===== src/flash_link_params.svh =====
// constants shared by both ends of the serial flash command link
`ifndef FLASH_LINK_PARAMS_SVH
`define FLASH_LINK_PARAMS_SVH
// instruction codes
`define OP_LATCH_SET 8'h06
`define OP_LATCH_CLEAR 8'h04
`define OP_READ_IDENTITY 8'h9F
`define OP_READ_FLAGS 8'h05
// identity readout
`define ID_LEN_BYTE 8'h10
`define ID_IDX_MANUF 5'h00
`define ID_IDX_TYPE 5'h01
`define ID_IDX_CAP 5'h02
`define ID_IDX_LEN 5'h03
`define ID_IDX_CUSTOM 5'h04
`define ID_IDX_LAST 5'h13
// bit counts on the link
`define BARE_BITS 4'h8
`define LAST_CODE_BIT 4'h7
`define BIT_CNT_MAX 4'hF
`define FIRST_DATA_RISE 12'h009
// host register map, byte offsets
`define REG_COMMAND 4'h0
`define REG_STATUS 4'h4
`define REG_RXDATA 4'h8
`define RESP_OKAY 2'h0
`define RESP_SLVERR 2'h2
`endif


===== src/flash_link_pkg.sv =====
// state types of both ends of the serial flash command link
package flash_link_pkg;
    typedef enum logic [2:0] {
        DEV_IDLE = 3'b000,
        DEV_CMD = 3'b001,
        DEV_ID_OUT = 3'b010,
        DEV_FLAGS_OUT = 3'b011,
        DEV_BARE = 3'b100,
        DEV_IGNORE = 3'b101
    } dev_mode_t;

    typedef enum logic [2:0] {
        HOST_IDLE = 3'b000,
        HOST_LOW = 3'b001,
        HOST_HIGH = 3'b010,
        HOST_TAIL = 3'b011,
        HOST_GAP = 3'b100
    } host_phase_t;

    typedef struct packed {
        dev_mode_t mode;
        logic sclk_q;
        logic [3:0] bit_cnt;
        logic [7:0] shift_in;
        logic [7:0] out_shift;
        logic [2:0] out_cnt;
        logic [4:0] byte_idx;
        logic miso;
        logic miso_oe;
        logic latch;
        logic freeze;
        logic [2:0] guard;
        logic refused;
    } dev_state_t;

    typedef struct packed {
        host_phase_t phase;
        logic [7:0] div_cnt;
        logic sclk;
        logic cs_n;
        logic mosi;
        logic [7:0] tx;
        logic [7:0] nbytes;
        logic [11:0] rise_cnt;
        logic [31:0] rx;
        logic aw_held;
        logic [3:0] awaddr;
        logic w_held;
        logic [31:0] wdata;
        logic [1:0] wstrb;
        logic bvalid;
        logic [1:0] bresp;
        logic rvalid;
        logic [31:0] rdata;
        logic [1:0] rresp;
    } host_state_t;
endpackage


===== src/flash_link_if.sv =====
// serial link between the flash command logic and its host
`timescale 1ns/1ps
interface flash_link_if;
    logic sclk;
    logic cs_n;
    logic mosi;
    logic miso_drv;
    logic miso_oe;
    logic miso;

    // undriven data line reads low
    assign miso = miso_oe ? miso_drv : 1'b0;

    modport device (input sclk, input cs_n, input mosi, output miso_drv, output miso_oe);
    modport host (output sclk, output cs_n, output mosi, input miso);
endinterface


===== src/flash_cmd_device.sv =====
// device end: latch, identity and status readout command logic
//
// Design decisions made here: the placing of the registers and the two-flop synchronisation of the link pins.
`timescale 1ns/1ps
`include "flash_link_params.svh"
module flash_cmd_device #(
    parameter logic [7:0] MANUF_CODE = 8'hA5,     // arbitrary value
    parameter logic [7:0] TYPE_CODE = 8'h5A,      // arbitrary value
    parameter logic [7:0] CAPACITY_CODE = 8'h3C,  // arbitrary value
    parameter logic [127:0] CUSTOM_BYTES = '0,
    parameter logic [2:0] GUARD_INIT = 3'h0,
    parameter logic FREEZE_INIT = 1'b0
) (
    // clock and reset
    input wire logic clock,
    input wire logic arst_n,
    // serial link
    flash_link_if.device lnk,
    // write-protect pin, active low
    input wire logic wp_n,
    // internal cycle and lock state from the array logic
    input wire logic busy_in,
    input wire logic op_done,
    input wire logic lock_all_set,
    // status store request from the status-write logic
    input wire logic store_req,
    input wire logic [7:0] store_data,
    output logic store_refused,
    // protection view
    output logic write_latch_flag,
    output logic [7:0] status_flags,
    output logic hard_lock_state,
    output logic modify_allowed,
    output logic area_guarded,
    output logic bulk_allowed
);
    import flash_link_pkg::*;

    ////////////////////////////////////////////////////////////////////////
    // pin synchronisation and edge detection

    logic [3:0] pins_s;
    logic sclk_s;
    logic cs_s;
    logic mosi_s;
    logic wp_s;

    pin_sync #(
        .WIDTH(4)
    ) u_sync (
        .clock(clock),
        .arst_n(arst_n),
        // select and protect pass inverted so the reset value reads as idle
        .d({lnk.sclk, ~lnk.cs_n, lnk.mosi, ~wp_n}),
        .q(pins_s)
    );

    assign {sclk_s, cs_s, mosi_s, wp_s} = pins_s ^ 4'h5;

    dev_state_t st;
    dev_state_t next_st;
    logic rise;
    logic fall;
    logic [7:0] code;
    logic [7:0] flags;
    logic hard_lock;

    assign rise = sclk_s & ~st.sclk_q;
    assign fall = ~sclk_s & st.sclk_q;
    assign code = {st.shift_in[6:0], mosi_s};
    assign hard_lock = st.freeze & ~wp_s;
    assign flags = {st.freeze, 2'b00, st.guard, st.latch, busy_in};

    ////////////////////////////////////////////////////////////////////////
    // identity byte table

    function automatic logic [7:0] id_byte(input logic [4:0] idx);
        logic [127:0] sh;
        logic [4:0] rel;
        rel = 5'(idx - `ID_IDX_CUSTOM);
        sh = CUSTOM_BYTES << {rel[3:0], 3'b000};
        case (idx)
            `ID_IDX_MANUF: id_byte = MANUF_CODE;
            `ID_IDX_TYPE: id_byte = TYPE_CODE;
            `ID_IDX_CAP: id_byte = CAPACITY_CODE;
            `ID_IDX_LEN: id_byte = `ID_LEN_BYTE;
            default:
            begin
                if (idx >= `ID_IDX_CUSTOM && idx <= `ID_IDX_LAST)
                    id_byte = sh[127:120];
                else
                    id_byte = 8'h00;
            end
        endcase
    endfunction

    ////////////////////////////////////////////////////////////////////////
    // next state

    always_comb
    begin
        next_st = st;
        next_st.sclk_q = sclk_s;
        next_st.refused = 1'b0;

        // completion of a modifying cycle drops the latch
        if (op_done)
            next_st.latch = 1'b0;

        // status store from the status-write logic
        if (store_req)
        begin
            if (st.latch && !hard_lock && !busy_in)
            begin
                next_st.freeze = store_data[7];
                next_st.guard = store_data[4:2];
            end
            else
                next_st.refused = 1'b1;
        end

        if (cs_s)
        begin
            // deselect: bare codes act only on an exact byte
            if (st.mode == DEV_BARE && st.bit_cnt == `BARE_BITS)
            begin
                if (st.shift_in == `OP_LATCH_SET)
                    next_st.latch = 1'b1;
                else
                    next_st.latch = 1'b0;
            end
            next_st.mode = DEV_IDLE;
            next_st.miso_oe = 1'b0;
            next_st.bit_cnt = 4'h0;
        end
        else
        begin
            if (st.mode == DEV_IDLE)
                next_st.mode = DEV_CMD;
            if (rise)
            begin
                if (st.bit_cnt != `BIT_CNT_MAX)
                    next_st.bit_cnt = st.bit_cnt + 4'h1;
                next_st.shift_in = code;
            end
            if (rise && (st.mode == DEV_IDLE || st.mode == DEV_CMD)
                && st.bit_cnt == `LAST_CODE_BIT)
            begin
                next_st.out_cnt = 3'h0;
                next_st.byte_idx = `ID_IDX_MANUF;
                case (code)
                    `OP_READ_IDENTITY:
                    begin
                        next_st.mode = busy_in ? DEV_IGNORE : DEV_ID_OUT;
                        next_st.out_shift = id_byte(`ID_IDX_MANUF);
                    end
                    `OP_READ_FLAGS:
                    begin
                        next_st.mode = DEV_FLAGS_OUT;
                        next_st.out_shift = flags;
                    end
                    `OP_LATCH_SET, `OP_LATCH_CLEAR:
                        next_st.mode = DEV_BARE;
                    default:
                        next_st.mode = DEV_IGNORE;
                endcase
            end
            else if (fall && (st.mode == DEV_ID_OUT || st.mode == DEV_FLAGS_OUT))
            begin
                next_st.miso_oe = 1'b1;
                next_st.miso = st.out_shift[7];
                next_st.out_cnt = st.out_cnt + 3'h1;
                if (st.out_cnt == 3'h7)
                begin
                    if (st.mode == DEV_FLAGS_OUT)
                        next_st.out_shift = flags;
                    else
                    begin
                        if (st.byte_idx != `ID_IDX_LAST + 5'h1)
                            next_st.byte_idx = st.byte_idx + 5'h1;
                        next_st.out_shift = id_byte(st.byte_idx + 5'h1);
                    end
                end
                else
                    next_st.out_shift = {st.out_shift[6:0], 1'b0};
            end
        end
    end

    ////////////////////////////////////////////////////////////////////////
    // state register

    always_ff @(posedge clock or negedge arst_n)
    begin
        if (!arst_n)
        begin
            st <= '0;
            st.mode <= DEV_IDLE;
            st.latch <= 1'b0;
            st.freeze <= FREEZE_INIT;
            st.guard <= GUARD_INIT;
        end
        else
            st <= next_st;
    end

    ////////////////////////////////////////////////////////////////////////
    // outputs

    assign lnk.miso_drv = st.miso;
    assign lnk.miso_oe = st.miso_oe;
    assign store_refused = st.refused;
    assign write_latch_flag = st.latch;
    assign status_flags = flags;
    assign hard_lock_state = hard_lock;
    assign modify_allowed = st.latch & ~busy_in;
    assign area_guarded = |st.guard;
    assign bulk_allowed = st.latch & (st.guard == 3'h0) & ~lock_all_set;
endmodule


===== src/pin_sync.sv =====
// two-flop synchroniser for a group of pins
`timescale 1ns/1ps
module pin_sync #(
    parameter int WIDTH = 1
) (
    // clock and reset
    input wire logic clock,
    input wire logic arst_n,
    // pins and their synchronised copies
    input wire logic [WIDTH-1:0] d,
    output logic [WIDTH-1:0] q
);
    typedef struct packed {
        logic [WIDTH-1:0] s1;
        logic [WIDTH-1:0] s2;
    } sync_state_t;

    sync_state_t st;
    sync_state_t next_st;

    always_comb
    begin
        next_st.s1 = d;
        next_st.s2 = st.s1;
    end

    always_ff @(posedge clock or negedge arst_n)
    begin
        if (!arst_n)
            st <= '0;
        else
            st <= next_st;
    end

    assign q = st.s2;
endmodule

===== src/flat_wrapper.sv =====
// flat-port wrapper written by rule: the top's interface ports become plain ports
module flash_cmd_device_flat import flash_link_pkg::*;
#(
    parameter logic [7:0] MANUF_CODE = 8'hA5,                       
    parameter logic [7:0] TYPE_CODE = 8'h5A,                        
    parameter logic [7:0] CAPACITY_CODE = 8'h3C,                    
    parameter logic [127:0] CUSTOM_BYTES = '0,
    parameter logic [2:0] GUARD_INIT = 3'h0,
    parameter logic FREEZE_INIT = 1'b0
)
  (clock, arst_n, wp_n, busy_in, op_done, lock_all_set, store_req, store_data, store_refused, write_latch_flag, status_flags, hard_lock_state, modify_allowed, area_guarded, bulk_allowed, lnk_sclk, lnk_cs_n, lnk_mosi, lnk_miso_drv, lnk_miso_oe);
  flash_link_if lnk_i ();
  input wire logic clock;
  input wire logic arst_n;
  input wire logic wp_n;
  input wire logic busy_in;
  input wire logic op_done;
  input wire logic lock_all_set;
  input wire logic store_req;
  input wire logic [7:0] store_data;
  output logic store_refused;
  output logic write_latch_flag;
  output logic [7:0] status_flags;
  output logic hard_lock_state;
  output logic modify_allowed;
  output logic area_guarded;
  output logic bulk_allowed;
  input wire logic [$bits(lnk_i.sclk)-1:0] lnk_sclk;
  input wire logic [$bits(lnk_i.cs_n)-1:0] lnk_cs_n;
  input wire logic [$bits(lnk_i.mosi)-1:0] lnk_mosi;
  output wire logic [$bits(lnk_i.miso_drv)-1:0] lnk_miso_drv;
  output wire logic [$bits(lnk_i.miso_oe)-1:0] lnk_miso_oe;
  assign lnk_i.sclk = lnk_sclk;
  assign lnk_i.cs_n = lnk_cs_n;
  assign lnk_i.mosi = lnk_mosi;
  assign lnk_miso_drv = lnk_i.miso_drv;
  assign lnk_miso_oe = lnk_i.miso_oe;
  flash_cmd_device #(.MANUF_CODE(MANUF_CODE), .TYPE_CODE(TYPE_CODE), .CAPACITY_CODE(CAPACITY_CODE), .CUSTOM_BYTES(CUSTOM_BYTES), .GUARD_INIT(GUARD_INIT), .FREEZE_INIT(FREEZE_INIT)) u_core (.clock(clock), .arst_n(arst_n), .lnk(lnk_i), .wp_n(wp_n), .busy_in(busy_in), .op_done(op_done), .lock_all_set(lock_all_set), .store_req(store_req), .store_data(store_data), .store_refused(store_refused), .write_latch_flag(write_latch_flag), .status_flags(status_flags), .hard_lock_state(hard_lock_state), .modify_allowed(modify_allowed), .area_guarded(area_guarded), .bulk_allowed(bulk_allowed));
endmodule

===== config.mk =====
export PLATFORM = sky130hd
export DESIGN_NAME = flash_cmd_device_flat
export DESIGN_NICKNAME = d
export VERILOG_FILES = /design/src/flash_link_pkg.sv /design/src/flash_link_if.sv /design/src/flash_cmd_device.sv /design/src/pin_sync.sv /design/src/flat_wrapper.sv
export VERILOG_INCLUDE_DIRS = /design/src
export SDC_FILE = /design/constraint.sdc
export NUM_CORES = 1
export LEC_CHECK = 0
export BUFFER_PORTS_ARGS = -buffer_cell sky130_fd_sc_hd__buf_4
export CORE_ASPECT_RATIO = 1.75
export CORE_MARGIN = 1
export CORE_UTILIZATION = 44
export CTS_CLUSTER_DIAMETER = 80
export DETAILED_ROUTE_END_ITERATION = 10
export HOLD_SLACK_MARGIN = 0.08
export PLACE_DENSITY = 0.7
export SLEW_MARGIN = 40
export SYNTH_ARGS = -nofsm -noshare
export SYNTH_HDL_FRONTEND = slang
export SYNTH_SLANG_ARGS = --single-unit

===== constraint.sdc =====
create_clock -name clock -period 5 [get_ports clock]
set_input_delay 0.75 -clock clock [delete_from_list [all_inputs] [get_ports clock]]
set_output_delay 0.75 -clock clock [all_outputs]
set_load 0.05 [all_outputs]

==> impl_metrics.csv <==
group,metric,value,unit
run_status,status,"finished, violations left",
run_status,violations,"design-rule violations",
die,rows,36,
route,final_antenna_net_count,0,
route,drc,1,
timing,relSlewSlack,60.2,%
timing,period_share,45.9,%
synth,netlist_instances,230,
grt,grt-ovfl-total,0,
layout,area_delta_synth_final,12.7,%
layout,drive_above_1_share,24.6,%
setup_path,worstPathMaxFanout,5,
grt,grt_pass1_vias,1791,
layout,antenna-diode-count,0,
clocking,numCtsBuffers,5,
setup_path,reg2reg_from,"u_core.st[13]",
synth,synthTopCellsByCount,"48 x dfrtp_1, 19 x nand2_1, 15 x nor2_1, 13 x mux2_2",
setup_path,startpoint,"u_core.status_flags[3]",
clocking,postCtsSetupRepairBufs,0,
die,ios,34,
timing,rsz0062_at_grt,"false",
synth,netlist_area,2500,um2
synth,synthTopCellsByArea,"dfrtp_1 48%, mux2_2 5.8%, ha_1 4.5%, nand2_1 2.8%, nor2b_1 2.5%",
clocking,post_cts_resized,0,
die,initial_core_util,45.2,%
placement,dpl_cell_area,2700,um2
grt,grt_pass1_wl,8.10,mm
die,dieArea,6010,um2
run,cap_viol_max_count,0,
synth,yosysUniqueCellTypes,60,
grt,met1_usage,19.1,%
grt,antenna_found_initial,0,
clocking,clk_latency,0.30,ns
setup_path,worstSetupPathType,"register to output port",
clocking,clock-sinks,48,
grt,grt.busiest_layer,"met2",
die,core,5540,um2
route,post_drt_wl_per_cell,14.8,um
timing,max_slew.worst_pin.slew,0.597,ns
synth,synth-seq-area-share,48.0,%
synth,synthFlopType,"dfrtp_1",
synth,synth_edf_count,0,
worst_hold_path,min_from,"u_core.u_sync.next_st[2]",
synth,yosys_warnings,0,
die,fp.dieH,102,um
layout,fin_cells,328,
timing,finalSetupViolations,0,
die,die_w,59.0,um
clocking,htreeDepth,2,
clocking,path_clk_slew,0.09,ns
synth,synth-async-reset-ratio,100,%
setup_path,crit_path_start_kind,"register",
placement,dp_hpwl,3.57,mm
layout,fin_util,51.0,%
clocking,cts_root_buffer,"clkbuf_8",
placement,gp_congestion,0.835,
clocking,cts_tree,"built",
synth,yosysMostFrequentCell,"dfrtp_1",
route,drtIter0Drc,97,
pwr,irDropWorstVdd,0.167,mV
setup_path,arrival,1.54,ns
layout,fin_nets,278,
synth,syn_area_per_cell,10.9,um2
placement,dpl.cell_count,320,
synth,ys_seq_elements,48,
clocking,clock_path_buffers,2,
pwr,static-leakage-power,1.27,nW
timing,hold_viol_final,0,
synth,yosysTopAreaCell,"dfrtp_1",
layout,fin_area,2820,um2
grt,use_met2,32.3,%
timing,fin_crit,2.29,ns
worst_hold_path,hp-class,"register to register",
grt,grtUsageTotal,17.7,%
grt,met3_usage,2.91,%
timing,skew,0.00489,ns
route,wirelength,4.86,mm
pwr,p_per_area,313,nW/um2
grt,grt_max_degree,49,
route,drtPass1Iterations,7,
setup_path,critPathRequiredTime,4.25,ns
placement,portBuffers,27,
route,vias,1802,
timing,maxSlewViolCount,0,
synth,synth.top_cell.area_share,48.0,%
setup_path,cp-end-kind,"output port",
clocking,hold_buffers,0,
route,vias_per_cell,5.49,
timing,fin_setup_tns,0,ns
timing,timing.fmax,436,MHz
critical path, cell delays in order (launching register included):
cell,delay [ns]
dfrtp_1,0.45
or3_1,0.38
nor3b_1,0.19
buf_4,0.23
cell type report:
cell class	instances	area, um2
clock buffer	7	96.3
clock inverter	1	30.0
fill	527	2720
inverter	10	37.5
multi-input combinational	159	1160
sequential	48	1200
tap	76	95.1
timing repair buffer	27	203
stage by stage:
stage	hold WS, ns	total power [mW]	worst slack (ns)
floorplan	0.331	0.553	2.01
global placement	0.333	0.589	2.84
detailed placement	0.335	0.592	2.77
CTS	0.355	0.896	2.69
global route	0.367	0.926	2.57
finish	0.353	0.885	2.71
path summary, 6_finish.rpt:
| path | end | slack [ns] | depth (start not counted) |
|---|---|---|---|
| max in group asynchronous | u_core.st[12] | 4.14 | 1 |
| min in group asynchronous | u_core.store_refused | 0.44 | 1 |
| worst min-delay path | u_core.u_sync.q[2] | 0.35 | 0 |
| worst min register to register | u_core.u_sync.q[2] | 0.35 | 0 |
| worst max-delay path | bulk_allowed | 2.71 | 3 |
| worst max register to register | u_core.st[11] | 2.76 | 7 |
where the power goes:
group	switching, mW	internal, mW
logic	0.0601	0.0550
registers	0.0450	0.422
clock network	0.126	0.176
total	0.231	0.654
layer usage:
layer  wire length [um]  up-vias  part of all wire (%)
li1                   -      862                     -
met1               1940      910                    40
met2               2690       20                    55
met3                 92       10                   1.9
met4                142        0                   2.9
met5                  0        -                     0
registers in the layout, summed over array words and instances, names as in the netlist:
name	count
u_core.st	25
u_core.code	7
u_core.status_flags	4
u_core.u_sync.next_st	4
u_core.u_sync.q	4
u_core.lnk.miso_drv	1
u_core.lnk.miso_oe	1
u_core.store_refused	1
u_core.write_latch_flag	1
cells by family after synthesis:
family                     synth area share (%)
and+or+nand+nor                            20.7
AOI/OAI and AO/OA                          14.3
xor gates and xnor gates                  0.699
adders and majority gates                  4.50
DFF                                        48.0
buffers and inverters                      5.84
muxes                                      5.84
other                                     0.150
layout by cell type, fill, tap and decap left out, types with 6 or more instances in the layout:
master	instances
inv_1	10
nand2_1	19
clkbuf_8	7
buf_4	27
o21ai_0	10
dfrtp_1	48
ha_1	9
a21oi_1	6
nand3_1	7
mux2_2	13
nor2_1	15
nor2b_1	10
No activity file was read; power rests on OpenSTA's default activity.
